===== src/logic/brps_pkg.sv =====
package brps_pkg;
	// Core clock
	localparam int CLK_PERIOD_NS = 8;
	localparam int NS_PER_US = 1000;
	localparam int NS_PER_MS = 1000000;

	// Supply monitor: sense code is an ADC reading, nominal level below
	localparam logic [7:0] SUPPLY_NOMINAL_CODE = 8'hc8;
	localparam int SUPPLY_STABLE_PCT = 90;
	localparam logic [7:0] SUPPLY_STABLE_CODE =
		8'((int'(SUPPLY_NOMINAL_CODE) * SUPPLY_STABLE_PCT + 99) / 100);

	// Delay from first clock activity to power-on reset release
	localparam int POR_CLK_DELAY_US = 10;
	localparam int POR_CLK_DELAY_CYC =
		(POR_CLK_DELAY_US * NS_PER_US + CLK_PERIOD_NS - 1) / CLK_PERIOD_NS;
	localparam int POR_CNT_W = 11;

	// Fundamental reset hold times seen by the system
	localparam int PERST_CLK_WAIT_US = 100;
	localparam int PERST_PWR_WAIT_MS = 100;
	localparam int PERST_CLK_WAIT_CYC =
		(PERST_CLK_WAIT_US * NS_PER_US + CLK_PERIOD_NS - 1) / CLK_PERIOD_NS;
	localparam int PERST_PWR_WAIT_CYC =
		(PERST_PWR_WAIT_MS * NS_PER_MS + CLK_PERIOD_NS - 1) / CLK_PERIOD_NS;
	localparam int HOST_CNT_W = 24;

	// Link training must start within this bound after release
	localparam int LINK_TRAIN_LIMIT_MS = 80;

	// Host supply and rail settling per step, reference clock half period
	localparam int STEP_CYC = 16;
	localparam int STEP_CNT_W = 5;
	localparam int REFCLK_HALF_CYC = 2;
	localparam int REFCLK_CNT_W = 2;

	// Static configuration straps
	localparam int STRAP_W = 8;
	localparam logic [STRAP_W-1:0] STRAP_RESET = 8'h00;

	// Power-on reset generator states
	typedef enum logic [1:0] {
		POR_WAIT_POWER,
		POR_WAIT_CLOCK,
		POR_DELAY,
		POR_DONE
	} brps_por_state_type;

	// System power sequencer states
	typedef enum logic [3:0] {
		SEQ_OFF,
		SEQ_SUPPLY,
		SEQ_CLAMP,
		SEQ_CLOCK,
		SEQ_WAIT,
		SEQ_RUN,
		SEQ_DN_PERST,
		SEQ_DN_CLOCK,
		SEQ_DN_CLAMP
	} brps_seq_state_type;
endpackage


===== src/logic/brps_link_if.sv =====
`timescale 1ns/1ns
interface brps_link_if;
	logic perst_n;
	logic global_reset_n;
	logic refclk;
	logic supplies_on;
	logic io_clamp_rail;

	// Bridge end
	modport dev (
		input perst_n,
		input global_reset_n,
		input refclk,
		input supplies_on,
		input io_clamp_rail
	);

	// System reset controller end
	modport sys (
		output perst_n,
		output global_reset_n,
		output refclk,
		output supplies_on,
		output io_clamp_rail
	);
endinterface


===== src/logic/brps_bridge.sv =====
// Summary of operation
// - System asserts reset, powers, clamps, then clocks
// - Reset held 100 us after stable clock
// - Reset held 100 ms after power applied
// - Power-down: reset, clock, clamp, supplies off
// - Power stable when core supply reaches 90%
// - Release power-on reset 10 us after clocks
// - Power-on reset clears everything, holds bus reset
// - Global reset low acts asynchronously as power-on
// - Global reset clears all state, drives bus reset
// - Latch straps on each non-sticky reset release
// - Start EEPROM download if one is present
// - Start link training within 80 ms of release
// - Fundamental reset clears non-sticky state and bus
`timescale 1ns/1ns
module brps_bridge (
	// Clock and reset
	input wire logic i_ref_clk,
	input wire logic i_srst,
	// Link to system reset controller
	brps_link_if.dev link,
	// Supply monitor and straps
	input wire logic [7:0] i_core_supply_sense,
	input wire logic [brps_pkg::STRAP_W-1:0] i_straps,
	input wire logic i_eeprom_present,
	// Resets to the core
	output logic o_full_rst,
	output logic o_nonsticky_rst,
	output logic o_secondary_bus_reset_out,
	// Start-up events and state
	output logic [brps_pkg::STRAP_W-1:0] o_straps_q,
	output logic o_eeprom_load_start,
	output logic o_link_train_start,
	output logic o_link_train_en,
	output logic o_perst_seen
);
	// Power-on reset generator
	brps_pkg::brps_por_state_type por_state_q;
	brps_pkg::brps_por_state_type por_state_d;
	logic [brps_pkg::POR_CNT_W-1:0] por_cnt_q;
	logic [brps_pkg::POR_CNT_W-1:0] por_cnt_d;
	logic por_q;
	// Link synchronisers and edge history
	logic [1:0] global_reset_n_sync_q;
	logic [1:0] perst_sync_q;
	logic [1:0] refclk_sync_q;
	logic refclk_prev_q;
	logic nonsticky_prev_q;
	// Latched straps and start-up state
	logic [brps_pkg::STRAP_W-1:0] straps_q;
	logic eeprom_start_q;
	logic train_start_q;
	logic train_en_q;
	logic perst_seen_q;
	// Decoded conditions
	logic supply_ok;
	logic clk_edge;
	logic delay_done;
	logic por_hold;
	logic global_reset_n_active;
	logic perst_active;
	logic full_rst;
	logic nonsticky_rst;
	logic clear_all;
	logic release_evt;

	// Supply level and reference clock activity
	assign supply_ok = i_core_supply_sense >= brps_pkg::SUPPLY_STABLE_CODE;
	assign clk_edge = refclk_sync_q[1] ^ refclk_prev_q;
	assign delay_done =
		por_cnt_q == brps_pkg::POR_CNT_W'(brps_pkg::POR_CLK_DELAY_CYC - 1);
	assign por_hold = por_state_d != brps_pkg::POR_DONE;

	// Power-on reset sequencing
	always_comb begin
		por_state_d = por_state_q;
		por_cnt_d = por_cnt_q;
		case (por_state_q)
			brps_pkg::POR_WAIT_POWER: begin
				if (supply_ok) begin
					por_state_d = brps_pkg::POR_WAIT_CLOCK;
				end
			end
			brps_pkg::POR_WAIT_CLOCK: begin
				if (!supply_ok) begin
					por_state_d = brps_pkg::POR_WAIT_POWER;
				end else if (clk_edge) begin
					por_state_d = brps_pkg::POR_DELAY;
					por_cnt_d = '0;
				end
			end
			brps_pkg::POR_DELAY: begin
				if (!supply_ok) begin
					por_state_d = brps_pkg::POR_WAIT_POWER;
				end else if (delay_done) begin
					por_state_d = brps_pkg::POR_DONE;
				end else begin
					por_cnt_d = por_cnt_q + 1'b1;
				end
			end
			brps_pkg::POR_DONE: begin
				if (!supply_ok) begin
					por_state_d = brps_pkg::POR_WAIT_POWER;
				end
			end
			default: begin
				por_state_d = brps_pkg::POR_WAIT_POWER;
			end
		endcase
	end

	// Power-on state, counter and reset level
	always_ff @(posedge i_ref_clk) begin
		if (i_srst) begin
			por_state_q <= brps_pkg::POR_WAIT_POWER;
			por_cnt_q <= '0;
			por_q <= 1'b1;
		end else begin
			por_state_q <= por_state_d;
			por_cnt_q <= por_cnt_d;
			por_q <= por_hold;
		end
	end

	// Global reset: asserts at once, releases after two clean edges
	always_ff @(posedge i_ref_clk or negedge link.global_reset_n) begin
		if (!link.global_reset_n) begin
			global_reset_n_sync_q <= 2'b00;
		end else if (i_srst) begin
			global_reset_n_sync_q <= 2'b00;
		end else begin
			global_reset_n_sync_q <= {global_reset_n_sync_q[0], 1'b1};
		end
	end

	// Pin synchronisers for fundamental reset and clock activity
	always_ff @(posedge i_ref_clk) begin
		if (i_srst) begin
			perst_sync_q <= 2'b00;
			refclk_sync_q <= 2'b00;
			refclk_prev_q <= 1'b0;
		end else begin
			perst_sync_q <= {perst_sync_q[0], link.perst_n};
			refclk_sync_q <= {refclk_sync_q[0], link.refclk};
			refclk_prev_q <= refclk_sync_q[1];
		end
	end

	// Synchronised link requests, active high; only the second stage is read
	assign global_reset_n_active = ~global_reset_n_sync_q[1];
	assign perst_active = ~perst_sync_q[1];

	// Reset tree; straps and sticky bits follow the full reset only
	assign full_rst = por_q | global_reset_n_active;
	assign nonsticky_rst = full_rst | perst_active;
	assign clear_all = i_srst | full_rst;
	assign release_evt = nonsticky_prev_q & ~nonsticky_rst;

	// Release edge detection
	always_ff @(posedge i_ref_clk) begin
		if (i_srst) begin
			nonsticky_prev_q <= 1'b1;
		end else begin
			nonsticky_prev_q <= nonsticky_rst;
		end
	end

	// Sticky record of a fundamental reset, cleared only by full reset
	always_ff @(posedge i_ref_clk) begin
		if (clear_all) begin
			perst_seen_q <= 1'b0;
		end else if (perst_active) begin
			perst_seen_q <= 1'b1;
		end
	end

	// Strap latch and start-up actions on reset release
	always_ff @(posedge i_ref_clk) begin
		if (clear_all) begin
			straps_q <= brps_pkg::STRAP_RESET;
			eeprom_start_q <= 1'b0;
			train_start_q <= 1'b0;
			train_en_q <= 1'b0;
		end else if (nonsticky_rst) begin
			eeprom_start_q <= 1'b0;
			train_start_q <= 1'b0;
			train_en_q <= 1'b0;
		end else begin
			if (release_evt) begin
				straps_q <= i_straps;
			end
			eeprom_start_q <= release_evt & i_eeprom_present;
			train_start_q <= release_evt;
			if (release_evt) begin
				train_en_q <= 1'b1;
			end
		end
	end

	// Reset outputs
	assign o_full_rst = full_rst;
	assign o_nonsticky_rst = nonsticky_rst;
	assign o_secondary_bus_reset_out = nonsticky_rst;

	// Start-up outputs
	assign o_straps_q = straps_q;
	assign o_eeprom_load_start = eeprom_start_q;
	assign o_link_train_start = train_start_q;
	assign o_link_train_en = train_en_q;
	assign o_perst_seen = perst_seen_q;
endmodule // brps_bridge


===== src/flat_wrapper.sv =====
// flat-port wrapper written by rule: the top's interface ports become plain ports
module brps_bridge_flat 
  (i_ref_clk, i_srst, i_core_supply_sense, i_straps, i_eeprom_present, o_full_rst, o_nonsticky_rst, o_secondary_bus_reset_out, o_straps_q, o_eeprom_load_start, o_link_train_start, o_link_train_en, o_perst_seen, link_perst_n, link_global_reset_n, link_refclk, link_supplies_on, link_io_clamp_rail);
  brps_link_if link_i ();
  input wire logic i_ref_clk;
  input wire logic i_srst;
  input wire logic [7:0] i_core_supply_sense;
  input wire logic [brps_pkg::STRAP_W-1:0] i_straps;
  input wire logic i_eeprom_present;
  output logic o_full_rst;
  output logic o_nonsticky_rst;
  output logic o_secondary_bus_reset_out;
  output logic [brps_pkg::STRAP_W-1:0] o_straps_q;
  output logic o_eeprom_load_start;
  output logic o_link_train_start;
  output logic o_link_train_en;
  output logic o_perst_seen;
  input wire logic [$bits(link_i.perst_n)-1:0] link_perst_n;
  input wire logic [$bits(link_i.global_reset_n)-1:0] link_global_reset_n;
  input wire logic [$bits(link_i.refclk)-1:0] link_refclk;
  input wire logic [$bits(link_i.supplies_on)-1:0] link_supplies_on;
  input wire logic [$bits(link_i.io_clamp_rail)-1:0] link_io_clamp_rail;
  assign link_i.perst_n = link_perst_n;
  assign link_i.global_reset_n = link_global_reset_n;
  assign link_i.refclk = link_refclk;
  assign link_i.supplies_on = link_supplies_on;
  assign link_i.io_clamp_rail = link_io_clamp_rail;
  brps_bridge u_core (.i_ref_clk(i_ref_clk), .i_srst(i_srst), .link(link_i), .i_core_supply_sense(i_core_supply_sense), .i_straps(i_straps), .i_eeprom_present(i_eeprom_present), .o_full_rst(o_full_rst), .o_nonsticky_rst(o_nonsticky_rst), .o_secondary_bus_reset_out(o_secondary_bus_reset_out), .o_straps_q(o_straps_q), .o_eeprom_load_start(o_eeprom_load_start), .o_link_train_start(o_link_train_start), .o_link_train_en(o_link_train_en), .o_perst_seen(o_perst_seen));
endmodule

===== config.mk =====
export PLATFORM = sky130hd
export DESIGN_NAME = brps_bridge_flat
export DESIGN_NICKNAME = d
export VERILOG_FILES = /design/src/logic/brps_pkg.sv /design/src/logic/brps_link_if.sv /design/src/logic/brps_bridge.sv /design/src/flat_wrapper.sv
export SDC_FILE = /design/constraint.sdc
export NUM_CORES = 1
export LEC_CHECK = 0
export BUFFER_PORTS_ARGS = -buffer_cell sky130_fd_sc_hd__clkbuf_2
export CAP_MARGIN = 0
export CORE_UTILIZATION = 38
export DETAILED_ROUTE_END_ITERATION = 8
export GPL_ROUTABILITY_DRIVEN = 0
export PLACE_DENSITY = 0.7
export SKIP_LAST_GASP = 1
export SYNTH_ARGS = -nofsm -noshare
export SYNTH_HDL_FRONTEND = slang
export SYNTH_SLANG_ARGS = --single-unit

===== constraint.sdc =====
create_clock -name i_ref_clk -period 2.1 [get_ports i_ref_clk]
set_input_delay 0.21 -clock i_ref_clk [delete_from_list [all_inputs] [get_ports i_ref_clk]]
set_output_delay 0.21 -clock i_ref_clk [all_outputs]
set_load 0.01 [all_outputs]

==> results by group <==
Run status
  • Outcome: complete, no violations

Timing
  • Fin Setup TNS: 0 ps
  • Max Clock Skew: 3.34 ps
  • Final worst-path cycle share: 92.4%
  • Unrepaired setup endpoints after global routing: no
  • Post-layout min period: 1940 ps
  • Max Slew Vio Count: 0
  • Max Fclk: 516 MHz
  • Worst Max-Slew Pin Slew: 479 ps
  • Worst hold-check slack: 143 ps
  • Setup violators final: 0
  • Max-slew headroom: 67.2%
  • Final Hold Fails: 0

Cells and area
  • Layout cells sized above 1: 26.3%
  • Multi-input gate area in the final layout: 737 µm²
  • Sequential Area: 692 µm²
  • Nets: 246
  • Fill cells: 343
  • Final non-filler cell total: 265
  • ANT cells: 0
  • Area growth from synthesis to layout: 28.3%

Worst setup path
  • Crit start category: flop
  • Arrival time worst endpoint: 2100 ps
  • FF-to-FF End: u_core.por_cnt_q[8]
  • Slowest Stage Delay on Critical Path: 470 ps
  • Worst EP required: 2260 ps
  • Critical Path End Type: flop
  • Crit path max fanout: 7
  • Worst reg2reg setup slack: 160 ps
  • Crit Path Category: reg -> reg
  • Worst r2r src: u_core.por_state_q[0]
  • Reg2Reg Depth: 7
  • CP max stage cell: a2111oi_0
  • CP top delay family: compound AO/OA/AOI/OAI gates
  • Buf/Inv on CP: 2
  • Cells along the critical path: inv_1 -> ha_1 -> buf_4 -> nand2b_1 -> a2111oi_0 -> or2_2 -> a21oi_1

Global route
  • Largest net degree at the start of global routing: 14
  • Vias in the first global route: 1218
  • Met2 track utilization from global routing: 26.6%
  • GRT Util Overall: 16.1%
  • Busiest grt layer: met2
  • GR Overflow Total: 0
  • Met3 global-route usage: 4.75%
  • Initial antenna violation count: 0
  • First-pass GRT wire length: 5240 µm
  • Met1 global-route usage: 20.4%

Placement
  • Port bufs: 34
  • Post-DP HPWL: 2210 µm
  • Dpl cells: 255

CTS
  • Clock sinks: 34
  • CTS tree: built
  • Reg clk slew, reported paths: 70 ps
  • H-Tree Depth: 2
  • Root Driver: clkbuf_8
  • CTS max path bufs: 2
  • Worst-Skew Late Latency: 280 ps
  • Total CTS buffers: 5

Detailed routing
  • DRT iter0 DRCs: 81
  • Routed WL per cell: 11.6 µm
  • ANT nets after route: 0
  • DRT Pass-1 Iters: 4
  • Final wirelength: 3080 µm
  • Vias: 1330
  • Avg Vias per Cell: 5.02
  • Drt drc: 0

Power and ir drop
  • Power per cell area: 766 nW/µm²
  • LEAKAGE: 0.000770 µW
  • Worst vdd ir: 358 µV

Logic synthesis
  • Mapped Area: 1500 µm²
  • EDFF count, synth: 0
  • Synth warnings: 0
  • Sequential share of the synthesized area: 46.2%
  • Post-synth ARST share: 5.88%
  • Largest cells by area after synthesis: dfxtp_1, a21oi_1, nand2_1
  • Netlist cell types: 40
  • Yosys reg bits: 34
  • Synthesized instance count: 171
  • Syn Area/Cell: 8.75 µm²
  • Post-synth top area cell: dfxtp_1
  • Syn nets: 201
  • Commonest cells in the netlist: dfxtp_1, nand2_1, a21oi_1
  • Top cell type's share of synthesized area: 42.8%
  • Top-count cell post-synth: dfxtp_1
  • Top FF cell, synth: dfxtp_1

Worst hold path
  • Hold crit path type: in -> reg
  • Hold EP: u_core.o_straps_q[0]
  • Min-delay src: i_straps[0]
  • Hold Crit Depth: 3

Die
  • Core footprint: 3720 µm²
  • Die height: 64.8 µm
  • Die area: 4190 µm²
  • Die width: 64.8 µm
  • IO Count: 39
  • Row Count: 22
  • Starting density of the core: 40.3%

Job
  • Max Cap Viol: 0
-- logic make-up (layout without fill, tap and decap cells) --
kind of cell / Yosys count / count (layout) / share of synthesized area, %
buf+inv: 17 / 63 / 4.60
compound gates: 41 / 41 / 18.4
simple gates: 70 / 70 / 24.1
flops: 34 / 34 / 46.2
xor+xnor: 3 / 3 / 1.76
fa+ha+maj: 6 / 6 / 5.02
-- layout by cell type, fill, tap and decap left out, types with 2 or more instances in the layout --
cell       instances
nor2_1            11
nand3b_1           2
a2111oi_0          2
and3_1             3
or3_1              3
dfrtp_1            2
or2_2              2
nand4_1            5
nand2b_1           2
or4_1              2
ha_1               6
a211oi_1           2
nand2_1           21
o21a_1             2
clkbuf_8           5
o21ai_0            5
buf_4             10
nor3_1             2
a21oi_1           17
bufinv_16          2
nor4_1             2
inv_1             10
clkbuf_2          34
xnor2_1            3
o31ai_1            2
nand3_1            5
nor2b_1            7
o31a_1             2
dfxtp_1           31
-- repair_timing --
| action | CTS | global route |
|---|---|---|
| hold endpoints to repair | 2 | 0 |
| resized for setup | 0 | 1 |
| endpoints found under the setup margin | 0 | 8 |
| hold buffers | 1 | 0 |
| setup buffers | 0 | 1 |
-- cell type report --
type	count	area share, %
flip-flops and latches	34	36.0
well taps	48	3.13
clock inverters	3	3.59
multi-input cells	120	38.4
inverters	10	1.96
repair buffers	45	13.3
clock buffers	5	3.59
-- layer usage --
metal | wire, µm | up-vias | part of all wire [%]
met5 | 0 | - | 0
met4 | 17 | 0 | 0.55
met3 | 82 | 2 | 2.7
met2 | 1500 | 17 | 49
met1 | 1470 | 617 | 48
li1 | - | 694 | -
-- stage by stage --
stage,utilization (%),total power (µW),setup slack [ps],cell area (µm²)
6_report,51.6,1470,160,1920
5_1_grt,51.6,1530,6.14,1920
4_1_cts,51.4,1490,84.6,1910
3_5_place_dp,47.4,767,109,1760
3_3_place_gp,47.4,766,136,1760
2_1_floorplan,-,728,227,1500
-- worst reg2reg max path: cells and delay by family (launching register included) --
kind / cells / cell delay, ps
DFF: 1 / 370
adders and majority gates: 1 / 230
buffers and inverters: 2 / 250
and+or+nand+nor: 2 / 440
AOI/OAI and AO/OA: 2 / 530
-- where the power goes --
group          internal (µW)  switching [µW]  total, µW
Combinational           46.6            52.8       99.4
Clock                    475             236        712
Sequential               653            4.81        658
-- state kept, by name (all words and copies together), names as in the netlist --
signal / flops
u_core.por_cnt_q: 11
u_core.global_reset_n_sync_q: 2
u_core.o_straps_q: 8
u_core.perst_sync_q: 2
u_core.por_q: 1
u_core.o_eeprom_load_start: 1
u_core.o_perst_seen: 1
u_core.o_link_train_start: 1
u_core.refclk_prev_q: 1
u_core.nonsticky_prev_q: 1
u_core.por_state_q: 2
u_core.refclk_sync_q: 2
u_core.o_link_train_en: 1
-- worst max-delay path by stage --
stage,start,end,slack (ps),cells past startpoint
after floorplan,u_core.por_state_q[1],u_core.por_cnt_q[6],230,8
after global placement,u_core.por_state_q[0],u_core.por_cnt_q[10],140,8
after CTS,u_core.por_state_q[0],u_core.por_cnt_q[10],80,8
final,u_core.por_state_q[0],u_core.por_cnt_q[8],160,7
after detailed placement,u_core.por_state_q[0],u_core.por_cnt_q[10],110,8
after global routing,u_core.por_state_q[0],u_core.por_cnt_q[8],6,7
Power figures use the tool's default switching activity.
